==> config.mk <==
export PLATFORM = sky130hd
export DESIGN_NAME = smm_save_state
export DESIGN_NICKNAME = d
export VERILOG_FILES = /design/src/verilog/smm_save_pkg.sv /design/src/verilog/axil_slave_port.sv /design/src/verilog/smm_save_state.sv
export SDC_FILE = /design/constraint.sdc
export NUM_CORES = 1
export LEC_CHECK = 0
export BUFFER_PORTS_ARGS = -buffer_cell sky130_fd_sc_hd__clkbuf_2
export CAP_MARGIN = 0
export CORE_MARGIN = 2
export CORE_UTILIZATION = 40
export CTS_CLUSTER_SIZE = 14
export DETAILED_ROUTE_END_ITERATION = 10
export PLACE_DENSITY_LB_ADDON = 0.12
export REMOVE_ABC_BUFFERS = 1
export SLEW_MARGIN = 20
export SYNTH_ARGS = -nofsm -noshare
export SYNTH_HDL_FRONTEND = slang
export SYNTH_HIERARCHICAL = 1
export SYNTH_SLANG_ARGS = --single-unit
==> constraint.sdc <==
create_clock -name aclk -period 3.75 [get_ports aclk]
set_clock_uncertainty 0.05 [all_clocks]
set_input_delay 0.1875 -clock aclk [delete_from_list [all_inputs] [get_ports aclk]]
set_output_delay 0.1875 -clock aclk [all_outputs]
set_load 0.005 [all_outputs]
==> src/verilog/smm_save_pkg.sv <==
// Constants, types and helpers shared by the save-state block
package smm_save_pkg;

  // Register indices; byte address is four times the index
  localparam logic [15:0] IDX_HALT_RESTART = 16'hfec9;
  localparam logic [15:0] IDX_NMI_RECORD   = 16'hfeca;
  localparam logic [15:0] IDX_VIRT_STATE   = 16'hfed8;
  localparam logic [15:0] IDX_REVISION     = 16'hfefc;
  localparam logic [15:0] IDX_BASE_COPY    = 16'hff00;
  localparam logic [15:0] IDX_CONTROL      = 16'h0000;
  localparam logic [15:0] IDX_HANDLER_BASE = 16'h0001;
  localparam logic [15:0] IDX_RANGE0       = 16'h0002;
  localparam logic [15:0] IDX_RANGE1       = 16'h0003;
  localparam logic [15:0] IDX_STATUS       = 16'h0004;

  localparam int ADDR_W = 18;

  // Field positions
  localparam int HALT_BIT       = 0;
  localparam int NMI_BIT        = 0;
  localparam int RELOC_BIT      = 17;
  localparam int IO_TRAP_BIT    = 16;
  localparam int CTRL_ENTRY_DIS = 0;
  localparam int CTRL_EXIT_DIS  = 1;
  localparam int CTRL_LOCK      = 2;
  localparam int STAT_IN_SMM    = 0;
  localparam int STAT_NMI_EN    = 1;

  // Virtualization state codes
  localparam logic [7:0] VIRT_HOST   = 8'h00;
  localparam logic [7:0] VIRT_GUEST  = 8'h02;
  localparam logic [7:0] VIRT_NESTED = 8'h06;

  // Reset values
  localparam logic [31:0] WORD_RESET = 32'h0000_0000;
  localparam logic [2:0]  CTRL_RESET = 3'h0;

  // Bus responses
  localparam logic [1:0] RESP_OKAY   = 2'h0;
  localparam logic [1:0] RESP_SLVERR = 2'h2;

  // Core state sampled on entry
  typedef struct packed {
    logic halted;
    logic nmi_masked;
    logic guest;
    logic nested_paging;
  } entry_state_t;

  // Byte address of a register index
  function automatic logic [ADDR_W-1:0] byte_addr(input logic [15:0] idx);
    byte_addr = {idx, 2'b00};
  endfunction : byte_addr

endpackage : smm_save_pkg

==> src/verilog/axil_slave_port.sv <==
// AXI4-Lite slave handshake front end
`timescale 1ns/1ps
`default_nettype none
module axil_slave_port
  import smm_save_pkg::*;
(
  // Clock and reset
  input  wire logic              aclk,
  input  wire logic              aresetn,
  // Write address and data
  input  wire logic [ADDR_W-1:0] awaddr,
  input  wire logic              awvalid,
  output logic                   awready,
  input  wire logic [31:0]       wdata,
  input  wire logic [3:0]        wstrb,
  input  wire logic              wvalid,
  output logic                   wready,
  // Write response
  output logic [1:0]             bresp,
  output logic                   bvalid,
  input  wire logic              bready,
  // Read address and data
  input  wire logic [ADDR_W-1:0] araddr,
  input  wire logic              arvalid,
  output logic                   arready,
  output logic [31:0]            rdata,
  output logic [1:0]             rresp,
  output logic                   rvalid,
  input  wire logic              rready,
  // Register side
  output logic                   wr_en,
  output logic [ADDR_W-1:0]      wr_addr,
  output logic [31:0]            wr_data,
  output logic [3:0]             wr_strb,
  input  wire logic              wr_hit,
  output logic [ADDR_W-1:0]      rd_addr,
  input  wire logic [31:0]       rd_data,
  input  wire logic              rd_hit
);

  logic aw_have_q, w_have_q, ar_have_q;
  logic aw_have_d, w_have_d, ar_have_d, bvalid_d, rvalid_d;
  logic rd_fire;

  assign wr_en     = aw_have_q & w_have_q & ~bvalid;
  assign rd_fire   = ar_have_q & ~rvalid;
  assign aw_have_d = (aw_have_q & ~wr_en) | (awvalid & awready);
  assign w_have_d  = (w_have_q & ~wr_en) | (wvalid & wready);
  assign bvalid_d  = (bvalid & ~bready) | wr_en;
  assign ar_have_d = (ar_have_q & ~rd_fire) | (arvalid & arready);
  assign rvalid_d  = (rvalid & ~rready) | rd_fire;

  // Write channels
  always_ff @(posedge aclk) begin
    if (!aresetn) begin
      aw_have_q <= 1'b0;
      w_have_q  <= 1'b0;
      awready   <= 1'b0;
      wready    <= 1'b0;
      bvalid    <= 1'b0;
      bresp     <= RESP_OKAY;
      wr_addr   <= '0;
      wr_data   <= WORD_RESET;
      wr_strb   <= 4'h0;
    end else begin
      aw_have_q <= aw_have_d;
      w_have_q  <= w_have_d;
      awready   <= ~aw_have_d & ~bvalid_d;
      wready    <= ~w_have_d & ~bvalid_d;
      bvalid    <= bvalid_d;
      if (awvalid && awready) begin
        wr_addr <= awaddr;
      end
      if (wvalid && wready) begin
        wr_data <= wdata;
        wr_strb <= wstrb;
      end
      if (wr_en) begin
        bresp <= wr_hit ? RESP_OKAY : RESP_SLVERR;
      end
    end
  end

  // Read channels
  always_ff @(posedge aclk) begin
    if (!aresetn) begin
      ar_have_q <= 1'b0;
      arready   <= 1'b0;
      rvalid    <= 1'b0;
      rdata     <= WORD_RESET;
      rresp     <= RESP_OKAY;
      rd_addr   <= '0;
    end else begin
      ar_have_q <= ar_have_d;
      arready   <= ~ar_have_d & ~rvalid_d;
      rvalid    <= rvalid_d;
      if (arvalid && arready) begin
        rd_addr <= araddr;
      end
      if (rd_fire) begin
        rdata <= rd_hit ? rd_data : WORD_RESET;
        rresp <= rd_hit ? RESP_OKAY : RESP_SLVERR;
      end
    end
  end

endmodule : axil_slave_port
`default_nettype wire

==> src/verilog/smm_save_state.sv <==
// System management save-state, masking and special cycle control
// Function
// - Entry records halt state in halt bit
// - Resume goes to halt or saved instruction
// - Halt resume: no refetch, broadcast halt cycle
// - Entry records NMI masking; software may rewrite
// - Entry stores read-only virtualization state code
// - Read-only revision word with feature bits
// - Entry copies handler base into save area
// - Entry masks INTR, NMI, SMI, INIT, bit-20 mask
// - Entry clears IF; handler sets it
// - Address bit 20 never forced low inside
// - NMI recognised right after IRET inside
// - NMI stays enabled; exit restores prior masking
// - Debug, stop-clock and exceptions still answered
// - Entry and exit cycles, each separately disabled
// - Lock bit freezes both protected-range registers
//
// Our own choice: the AXI4-Lite register port.
`timescale 1ns/1ps
`default_nettype none
module smm_save_state
  import smm_save_pkg::*;
#(
  parameter logic        BASE_RELOC_SUPPORTED = 1'b1,
  parameter logic        IO_TRAP_SUPPORTED    = 1'b1,
  parameter logic [15:0] REVISION_NUMBER      = 16'h0001  // Arbitrary value
) (
  // Clock and reset
  input  wire logic              aclk,
  input  wire logic              aresetn,
  // AXI4-Lite slave
  input  wire logic [ADDR_W-1:0] awaddr,
  input  wire logic              awvalid,
  output logic                   awready,
  input  wire logic [31:0]       wdata,
  input  wire logic [3:0]        wstrb,
  input  wire logic              wvalid,
  output logic                   wready,
  output logic [1:0]             bresp,
  output logic                   bvalid,
  input  wire logic              bready,
  input  wire logic [ADDR_W-1:0] araddr,
  input  wire logic              arvalid,
  output logic                   arready,
  output logic [31:0]            rdata,
  output logic [1:0]             rresp,
  output logic                   rvalid,
  input  wire logic              rready,
  // Core events
  input  wire logic              smm_entry,
  input  wire entry_state_t      entry_state,
  input  wire logic              resume_req,
  input  wire logic              iret_done,
  input  wire logic              if_flag,
  input  wire logic              addr_bit20_mask,
  input  wire logic              debug_request,
  input  wire logic              stop_clock_request,
  input  wire logic              exception_req,
  // Core controls
  output logic                   in_smm_q,
  output logic                   intr_block_q,
  output logic                   nmi_block_q,
  output logic                   smi_block_q,
  output logic                   init_block_q,
  output logic                   addr20_force_q,
  output logic                   if_clear_q,
  output logic                   resume_halt_q,
  output logic                   resume_fetch_q,
  output logic                   debug_take_q,
  output logic                   stop_take_q,
  output logic                   exception_take_q,
  // Special cycles to the system
  output logic                   entry_cycle_q,
  output logic                   exit_cycle_q,
  output logic                   halt_cycle_q
);

  logic              wr_en, wr_hit, rd_hit;
  logic [ADDR_W-1:0] wr_addr, rd_addr;
  logic [31:0]       wr_data, rd_data;
  logic [3:0]        wr_strb;

  logic        halt_restart_q;
  logic        nmi_masked_record_q;
  logic [7:0]  virt_q;
  logic [31:0] base_copy_q;
  logic [31:0] handler_region_base_q;
  logic [31:0] range0_q, range1_q;
  logic [2:0]  ctrl_q;
  logic        nmi_saved_q, nmi_smm_en_q;
  logic        enter, leave, in_smm_d;
  logic [31:0] revision_word;

  assign enter    = smm_entry & ~in_smm_q;
  assign leave    = resume_req & in_smm_q;
  assign in_smm_d = enter | (in_smm_q & ~leave);

  assign revision_word = {14'h0000, BASE_RELOC_SUPPORTED, IO_TRAP_SUPPORTED,
                          REVISION_NUMBER};

  function automatic logic [31:0] merge(input logic [31:0] old_v,
                                        input logic [31:0] new_v,
                                        input logic [3:0]  strb);
    for (int i = 0; i < 4; i++) begin
      merge[8*i +: 8] = strb[i] ? new_v[8*i +: 8] : old_v[8*i +: 8];
    end
  endfunction : merge

  function automatic logic mapped(input logic [ADDR_W-1:0] a);
    mapped = a == byte_addr(IDX_HALT_RESTART) || a == byte_addr(IDX_NMI_RECORD) ||
             a == byte_addr(IDX_VIRT_STATE)   || a == byte_addr(IDX_REVISION)   ||
             a == byte_addr(IDX_BASE_COPY)    || a == byte_addr(IDX_CONTROL)    ||
             a == byte_addr(IDX_HANDLER_BASE) || a == byte_addr(IDX_RANGE0)     ||
             a == byte_addr(IDX_RANGE1)       || a == byte_addr(IDX_STATUS);
  endfunction : mapped

  function automatic logic wr_at(input logic [15:0] idx);
    wr_at = wr_en && wr_addr == byte_addr(idx);
  endfunction : wr_at

  axil_slave_port u_port (
    .aclk    (aclk),
    .aresetn (aresetn),
    .awaddr  (awaddr),
    .awvalid (awvalid),
    .awready (awready),
    .wdata   (wdata),
    .wstrb   (wstrb),
    .wvalid  (wvalid),
    .wready  (wready),
    .bresp   (bresp),
    .bvalid  (bvalid),
    .bready  (bready),
    .araddr  (araddr),
    .arvalid (arvalid),
    .arready (arready),
    .rdata   (rdata),
    .rresp   (rresp),
    .rvalid  (rvalid),
    .rready  (rready),
    .wr_en   (wr_en),
    .wr_addr (wr_addr),
    .wr_data (wr_data),
    .wr_strb (wr_strb),
    .wr_hit  (wr_hit),
    .rd_addr (rd_addr),
    .rd_data (rd_data),
    .rd_hit  (rd_hit)
  );

  assign wr_hit = mapped(wr_addr);
  assign rd_hit = mapped(rd_addr);

  // Read mux
  always_comb begin
    rd_data = WORD_RESET;
    unique case (rd_addr)
      byte_addr(IDX_HALT_RESTART): rd_data[HALT_BIT] = halt_restart_q;
      byte_addr(IDX_NMI_RECORD):   rd_data[NMI_BIT]  = nmi_masked_record_q;
      byte_addr(IDX_VIRT_STATE):   rd_data[7:0]      = virt_q;
      byte_addr(IDX_REVISION):     rd_data           = revision_word;
      byte_addr(IDX_BASE_COPY):    rd_data           = base_copy_q;
      byte_addr(IDX_CONTROL):      rd_data[2:0]      = ctrl_q;
      byte_addr(IDX_HANDLER_BASE): rd_data           = handler_region_base_q;
      byte_addr(IDX_RANGE0):       rd_data           = range0_q;
      byte_addr(IDX_RANGE1):       rd_data           = range1_q;
      byte_addr(IDX_STATUS): begin
        rd_data[STAT_IN_SMM] = in_smm_q;
        rd_data[STAT_NMI_EN] = nmi_smm_en_q;
      end
      default: rd_data = WORD_RESET;
    endcase
  end

  // Save-state bytes; entry wins over a software write
  always_ff @(posedge aclk) begin
    if (!aresetn) begin
      halt_restart_q      <= 1'b0;
      nmi_masked_record_q <= 1'b0;
      virt_q              <= VIRT_HOST;
      base_copy_q         <= WORD_RESET;
    end else if (enter) begin
      halt_restart_q      <= entry_state.halted;
      nmi_masked_record_q <= entry_state.nmi_masked;
      virt_q              <= !entry_state.guest ? VIRT_HOST :
                             entry_state.nested_paging ? VIRT_NESTED : VIRT_GUEST;
      base_copy_q         <= handler_region_base_q;
    end else begin
      if (wr_at(IDX_HALT_RESTART) && wr_strb[0]) begin
        halt_restart_q <= wr_data[HALT_BIT];
      end
      if (wr_at(IDX_NMI_RECORD) && wr_strb[0]) begin
        nmi_masked_record_q <= wr_data[NMI_BIT];
      end
    end
  end

  // Control, handler base and protected ranges
  always_ff @(posedge aclk) begin
    if (!aresetn) begin
      ctrl_q                <= CTRL_RESET;
      handler_region_base_q <= WORD_RESET;
      range0_q              <= WORD_RESET;
      range1_q              <= WORD_RESET;
    end else begin
      if (wr_at(IDX_CONTROL) && wr_strb[0]) begin
        ctrl_q[CTRL_ENTRY_DIS] <= wr_data[CTRL_ENTRY_DIS];
        ctrl_q[CTRL_EXIT_DIS]  <= wr_data[CTRL_EXIT_DIS];
        ctrl_q[CTRL_LOCK]      <= ctrl_q[CTRL_LOCK] | wr_data[CTRL_LOCK];
      end
      if (wr_at(IDX_HANDLER_BASE)) begin
        handler_region_base_q <= merge(handler_region_base_q, wr_data, wr_strb);
      end
      if (wr_at(IDX_RANGE0) && !ctrl_q[CTRL_LOCK]) begin
        range0_q <= merge(range0_q, wr_data, wr_strb);
      end
      if (wr_at(IDX_RANGE1) && !ctrl_q[CTRL_LOCK]) begin
        range1_q <= merge(range1_q, wr_data, wr_strb);
      end
    end
  end

  // Mode and interrupt masking
  always_ff @(posedge aclk) begin
    if (!aresetn) begin
      in_smm_q       <= 1'b0;
      intr_block_q   <= 1'b0;
      smi_block_q    <= 1'b0;
      init_block_q   <= 1'b0;
      addr20_force_q <= 1'b0;
      if_clear_q     <= 1'b0;
    end else begin
      in_smm_q       <= in_smm_d;
      smi_block_q    <= in_smm_d;
      init_block_q   <= in_smm_d;
      intr_block_q   <= in_smm_d & (enter | if_clear_q | ~if_flag);
      addr20_force_q <= addr_bit20_mask & ~in_smm_d;
      if_clear_q     <= enter;
    end
  end

  // NMI masking inside and across the mode
  always_ff @(posedge aclk) begin
    if (!aresetn) begin
      nmi_saved_q  <= 1'b0;
      nmi_smm_en_q <= 1'b0;
      nmi_block_q  <= 1'b0;
    end else if (enter) begin
      nmi_saved_q  <= entry_state.nmi_masked;
      nmi_smm_en_q <= 1'b0;
      nmi_block_q  <= 1'b1;
    end else if (leave) begin
      nmi_smm_en_q <= 1'b0;
      nmi_block_q  <= nmi_saved_q;
    end else if (in_smm_q && iret_done) begin
      nmi_smm_en_q <= 1'b1;
      nmi_block_q  <= 1'b0;
    end
  end

  // Resume path and special cycles
  always_ff @(posedge aclk) begin
    if (!aresetn) begin
      resume_halt_q  <= 1'b0;
      resume_fetch_q <= 1'b0;
      halt_cycle_q   <= 1'b0;
      entry_cycle_q  <= 1'b0;
      exit_cycle_q   <= 1'b0;
    end else begin
      resume_halt_q  <= leave & halt_restart_q;
      resume_fetch_q <= leave & ~halt_restart_q;
      halt_cycle_q   <= leave & halt_restart_q;
      entry_cycle_q  <= enter & ~ctrl_q[CTRL_ENTRY_DIS];
      exit_cycle_q   <= leave & ~ctrl_q[CTRL_EXIT_DIS];
    end
  end

  // Requests still honoured in the mode
  always_ff @(posedge aclk) begin
    if (!aresetn) begin
      debug_take_q     <= 1'b0;
      stop_take_q      <= 1'b0;
      exception_take_q <= 1'b0;
    end else begin
      debug_take_q     <= debug_request;
      stop_take_q      <= stop_clock_request;
      exception_take_q <= exception_req;
    end
  end
endmodule : smm_save_state
`default_nettype wire
==> flow_summary_export.csv, run 1 <==
group,metric,value,unit
pwr,powerDensity,454,mW/mm^2
cells_and_area,final_common_cell,"nand2_1",
clock_network,h-tree-depth,1,
placement,pre_cts_slack,1.14,ns
yosys,syn-instance-count,1239,
grt,antenna_found_initial,0,
routing,finalWirelength,29300,um
floorplanning,die_area,0.0296,mm^2
floorplanning,initial_core_util,40.7,%
cells_and_area,area.growth.synth_to_final,24.6,%
worst_setup_path,start_kind,"register",
clock_network,cts_buffers,30,
yosys,yosysSeqAreaShare,46.6,%
sta,worstMarginPinSlew,0.988,ns
cells_and_area,n_antenna_cell,0,
yosys,syn_area,0.0113,mm^2
worst_setup_path,slowest_delay,0.57,ns
pwr,power_leakage,5.45,nW
worst_setup_path,cp_num_buf_inv,1,
clock_network,tritoncts,"yes",
clock_network,cts_resized,0,
clock_network,clockBufferDepth,3,
grt,grt_max_degree,92,
pwr,p_sw_share,23.1,%
clock_network,clkTransAtPathRegs,0.06,ns
routing,drc,0,
pwr,comb_power_share,8.0,%
yosys,synth-edff-count,0,
sta,hold_viol,0,
clock_network,clock-sinks,263,
placement,place_congestion,0.802,
sta,setup_tns,0,ns
worst_setup_path,crit_type,"reg -> reg",
sta,finalCritPeriodShare,70.9,%
sta,max_freq,0.376,GHz
placement,io_buffers,144,
clock_network,clkLatencyLatePin,0.54,ns
sta,min_period,2.66,ns
grt,grt_usage,19.9,%
routing,wl_per_cell,16.1,um
job,maxCapViolations,0,
routing,avgViaCountPerCell,4.96,
grt,grt_overflow,0,
routing,first_pass_iters,5,
clock_network,cts_hold_buf,87,
worst_setup_path,critPathCaptureType,"register",
sta,rsz0062_at_grt,"no",
pwr,pwr-share-seq,45.4,%
worst_setup_path,cp_top_family,"simple AND/OR/NAND/NOR gates",
hold_path,hold_path.class,"in -> reg",
sta,finalSetupViolCount,0,
worst_setup_path,arrival,3.07,ns
sta,final_max_slew_viol_count,0,
worst_setup_path,worst-path-max-fanout,33,
yosys,synth-async-reset-ratio,0,%
pwr,p_int,0.00492,W
worst_setup_path,crit_path_top_delay_cell,"nor4_1",
floorplanning,num_rows,61,
sta,setup_slack,1.09,ns
yosys,avgSynthCellArea,9.13,um^2
placement,post-dp-hpwl,17600,um
routing,drt_iter0_markers,495,
yosys,ys_seq_elements,263,
yosys,synth_cell_type_count,54,
cells_and_area,layout_common_cells,"nand2_1 (273), dfxtp_1 (262), clkbuf_2 (143)",
floorplanning,core-area,0.0278,mm^2
floorplanning,die_w,172,um
routing,antenna_left,0,
grt,grt_pass1_wl,47100,um
pwr,p_clk_share,46.5,%
clock_network,postCtsSetupBuffers,0,
floorplanning,io_pins,147,
worst_setup_path,crit_chain,"nor4_1 -> nand2_1 -> or4_1 -> o2111ai_2 -> buf_4 -> nand3_1 -> a21boi_0",
sta,worst_slew_margin_rel,33.7,%
routing,vias,9038,
outcome,status,"finished clean",
grt,first_global_vias,8762,
yosys,synth-main-ff-cell,"dfxtp_1",
clock_network,cts_root_buffer,"clkbuf_16",
pwr,ir_drop,0.313,mV
cells_and_area,fin_nets,1516,
cells_and_area,drive_gt1_share,15.9,%
floorplanning,die_h,172,um
pwr,power_switching,0.00148,W
worst_setup_path,crit_required,4.16,ns
yosys,yosys_warnings,6,
tightest hold or removal path, delay by kind of cell:
kind | cells | cell delay, ns
compound gates | 2 | 0.21
simple gates | 1 | 0.06
buf+inv | 1 | 0.11
layer usage:
metal  global-route usage [%]  vias up  routed length, um
met5                        0        -                  0
met4                     4.68        0                591
met3                     2.77       51               1250
met2                     33.4      183              13500
met1                     27.1     4200              13900
li1                         -     4604                  -
stage by stage:
stage                     hold slack (ns)  power (W)  util [%]  area [um^2]  instances
after floorplan                     0.250    0.00319         -        10900       1149
after global placement              0.340    0.00341      43.9        12200       1684
after detailed placement            0.347    0.00342      43.9        12200       1684
after CTS                         0.00399    0.00648      50.7        14100       1823
after global routing               0.0492    0.00664      50.7        14100       1823
final                              0.0359    0.00640      50.7        14100       1823
cell families after synthesis:
family / after synthesis / synth area share, %
flops: 263 / 46.6
xor+xnor: 1 / 0.0775
compound gates: 216 / 14.6
mux: 125 / 11.1
other cells: 1 / 0.0332
buf+inv: 98 / 4.06
simple gates: 535 / 23.6
path summary, 6_finish.rpt:
kind                      to  cells past startpoint               from  slack (ns)
max          u_port/rdata[2]                      7  u_port/rd_addr[3]        1.09
max reg2reg  u_port/rdata[2]                      7  u_port/rd_addr[3]        1.09
min             nmi_smm_en_q                      4          smm_entry        0.04
min reg2reg   resume_fetch_q                      1     halt_restart_q        0.39
power by group through the flow:
stage               clock network, W  logic (W)  registers [W]
floorplan                          0   0.000231        0.00296
global placement                   0   0.000446        0.00297
detailed placement                 0   0.000447        0.00297
CTS                          0.00305   0.000519        0.00291
global route                 0.00316   0.000566        0.00292
finish                       0.00298   0.000515        0.00291
registers in the layout (all words and copies together), names as in the netlist, 2 cells and up:
name,count
base_copy_q,32
ctrl_q,3
handler_region_base_q,32
range0_q,32
range1_q,32
u_port/rd_addr,18
u_port/rdata,32
u_port/wr_addr,18
u_port/wr_data,32
u_port/wr_strb,4
virt_q,2
layout make-up:
class                      instances  area (um^2)
inverter                           7         26.3
clock inverter                     6         82.6
fill                            2668        13700
clock buffer                      46          942
sequential                       263         5270
multi-input combinational        879         5610
timing repair buffer             244         1700
tap                              378          473
synthesized netlist by cell type, drive strengths merged (6+ instances only):
cell type  instances  share of area [%]
nand2b             8               0.44
o21ai             18               0.80
nand3             53                2.5
a21boi           144                9.6
nand4             13               0.89
dfxtp            263                 47
nor2b             97                5.4
inv                7               0.23
clkbuf            52                1.7
nand2            273                9.1
nor2              43                1.4
buf               39                2.1
nor4              12                1.6
and2              10               0.55
mux2i            122                 11
a21oi              6               0.27
a221o             28                2.5
Power figures use the tool's default switching activity.
==> run 2: changes to the inputs <==
==> constraint.sdc (replaced) <==
create_clock -name aclk -period 2.7 [get_ports aclk]
set_clock_uncertainty 0.05 [all_clocks]
set_input_delay 0.135 -clock aclk [delete_from_list [all_inputs] [get_ports aclk]]
set_output_delay 0.135 -clock aclk [all_outputs]
set_load 0.005 [all_outputs]
==> run 2 against run 1 <==
  * The flow now finishes with violations (negative hold slack)
  * Core utilization up 0.64 points
  * Setup slack worse by 0.89 ns
  * Wire length up 0.91%
  * Global-route usage about the same
  * Combinational power up 44%
  * Total power up 38%
  * Sequential share of layout area down 0.47 points
  * Critical path depth up 1
  * Clock-buffer cell count unchanged
  * Register-to-register slack worse by 0.89 ns
  * Final area up 1.3%
==> flow_summary_export.csv, run 2 (synthesized netlist as in run 1, its figures left out) <==
group,metric,value,unit
routing,antenna_left,0,
pwr,power_switching,0.00204,W
worst_setup_path,slowest_delay,0.58,ns
worst_setup_path,cp_num_buf_inv,1,
pwr,powerDensity,617,mW/mm^2
clock_network,h-tree-depth,1,
pwr,p_sw_share,23.2,%
grt,grt_max_degree,102,
clock_network,clkLatencyLatePin,0.54,ns
cells_and_area,n_antenna_cell,0,
floorplanning,die_area,0.0296,mm^2
sta,setup_slack,0.204,ns
hold_path,min_from,"aresetn",
worst_setup_path,rr_startpoint,"u_port/rd_addr[10]",
outcome,status,"complete, but fails checks",
sta,min_period,2.50,ns
sta,hold_slack,-0.00575,ns
clock_network,postCtsSetupBuffers,0,
floorplanning,num_rows,61,
sta,finalSetupViolCount,0,
hold_path,holdPathStages,2,
worst_setup_path,arrival,2.91,ns
worst_setup_path,r2r_slack,0.20,ns
cells_and_area,fin_nets,1536,
placement,place_congestion,0.784,
floorplanning,core-area,0.0278,mm^2
worst_setup_path,crit_chain,"or4_1 -> nor3_4 -> nand3_1 -> o31a_1 -> o2111ai_2 -> buf_4 -> nand3_1 -> a21boi_0",
sta,rsz0062_at_grt,"no",
grt,grt_usage,19.9,%
routing,drt_iter0_markers,466,
cells_and_area,drive_gt1_share,16.8,%
grt,grt_pass1_wl,47200,um
clock_network,cts_root_buffer,"clkbuf_16",
cells_and_area,area.growth.synth_to_final,26.2,%
routing,first_pass_iters,5,
worst_setup_path,r2r_cells,8,
floorplanning,initial_core_util,40.7,%
worst_setup_path,r2r-end,"u_port/rdata[0]",
sta,max_freq,0.401,GHz
clock_network,clkTransAtPathRegs,0.06,ns
sta,finalCritPeriodShare,92.4,%
worst_setup_path,cp_top_family,"simple AND/OR/NAND/NOR gates",
cells_and_area,fillCellCount,2680,
routing,vias,9106,
clock_network,clockBufferDepth,3,
pwr,power_leakage,5.56,nW
pwr,comb_power_share,8.4,%
pwr,p_clk_share,45.7,%
clock_network,tritoncts,"yes",
floorplanning,io_pins,147,
clock_network,clock-sinks,263,
grt,first_global_vias,8669,
placement,io_buffers,144,
job,maxCapViolations,0,
sta,setup_tns,0,ns
pwr,ir_drop,0.405,mV
routing,finalWirelength,29600,um
worst_setup_path,crit_path_top_delay_cell,"or4_1",
worst_setup_path,start_kind,"register",
cells_and_area,final_core_util,51.4,%
worst_setup_path,crit_required,3.11,ns
clock_network,cts_buffers,29,
outcome,violations,"negative hold slack",
pwr,pwr-share-seq,45.8,%
routing,wl_per_cell,16.0,um
sta,final_max_slew_viol_count,0,
worst_setup_path,crit_type,"reg -> reg",
worst_setup_path,worst-path-max-fanout,18,
hold_path,hold_path.class,"in -> reg",
routing,avgViaCountPerCell,4.94,
pwr,p_int,0.00677,W
cells_and_area,final_common_cell,"nand2_1",
floorplanning,die_h,172,um
cells_and_area,layout_common_cells,"nand2_1 (273), dfxtp_1 (262), clkbuf_2 (143)",
worst_setup_path,critPathCaptureType,"register",
hold_path,holdPathEnd,"u_port/wr_data[15]",
sta,hold_viol,1,
worst_setup_path,cpMostUsedCell,"nand3_1",
sta,worst_slew_margin_rel,54.9,%
floorplanning,die_w,172,um
placement,pre_cts_slack,0.214,ns
placement,post-dp-hpwl,18100,um
grt,grt_overflow,0,
grt,antenna_found_initial,0,
sta,worstMarginPinSlew,0.675,ns
routing,drc,0,
==> run 2: cell count changes in the layout (fill, tap and decap cells not counted), sizes merged <==
cell         delta
buf            +18
clkinv          +1
clkinvlp        -1
dlygate4sd3     +3
==> run 2: per-layer routing <==
metal | GRT usage [%] | wire length, um
met2 | 33.2 | 13600
met3 | 2.91 | 1100
met5 | 0 | 0
met1 | 27.6 | 14500
met4 | 3.76 | 411
==> run 2: through the flow <==
step	cell area, um^2	std cells	power (W)
after floorplan	10900	1149	0.00443
after global placement	12400	1702	0.00476
after detailed placement	12400	1702	0.00477
after CTS	14300	1844	0.00891
after global routing	14300	1844	0.00915
final	14300	1844	0.00881
==> run 2: worst max path at each step <==
| stage | cells after the start | endpoint | slack (ns) | startpoint |
|---|---|---|---|---|
| global route | 8 | u_port/rdata[18] | 0.04 | u_port/rd_addr[10] |
| CTS | 8 | u_port/rdata[0] | 0.19 | u_port/rd_addr[10] |
| global placement | 8 | u_port/rdata[2] | 0.28 | u_port/rd_addr[10] |
| floorplan | 7 | u_port/rdata[0] | -0.93 | u_port/rd_addr[2] |
| detailed placement | 8 | u_port/rdata[0] | 0.21 | u_port/rd_addr[10] |
| finish | 8 | u_port/rdata[0] | 0.20 | u_port/rd_addr[10] |
==> run 2: cell type report <==
cell class	count	area [um^2]	share of cell area, %
Clock buffer	46	910	6.37
Clock inverter	6	80.1	0.561
Timing Repair Buffer	265	1900	13.3
Multi-Input combinational cell	879	5620	39.4
Sequential cell	263	5270	36.9
Inverter	7	26.3	0.184
Tap cell	378	473	3.31
==> run 2: what timing repair did <==
action	in CTS	in global routing
endpoints found under the hold margin	94	0
resized for setup	0	2
hold buffers	90	0
setup endpoints to repair	0	7
==> run 2: power by group through the flow <==
| stage | combinational, W | sequential, W | clock [W] |
|---|---|---|---|
| after floorplan | 0.000321 | 0.00411 | 0 |
| after global placement | 0.000637 | 0.00412 | 0 |
| after detailed placement | 0.000645 | 0.00412 | 0 |
| after CTS | 0.000748 | 0.00403 | 0.00413 |
| after global routing | 0.000820 | 0.00405 | 0.00428 |
| final | 0.000743 | 0.00404 | 0.00403 |
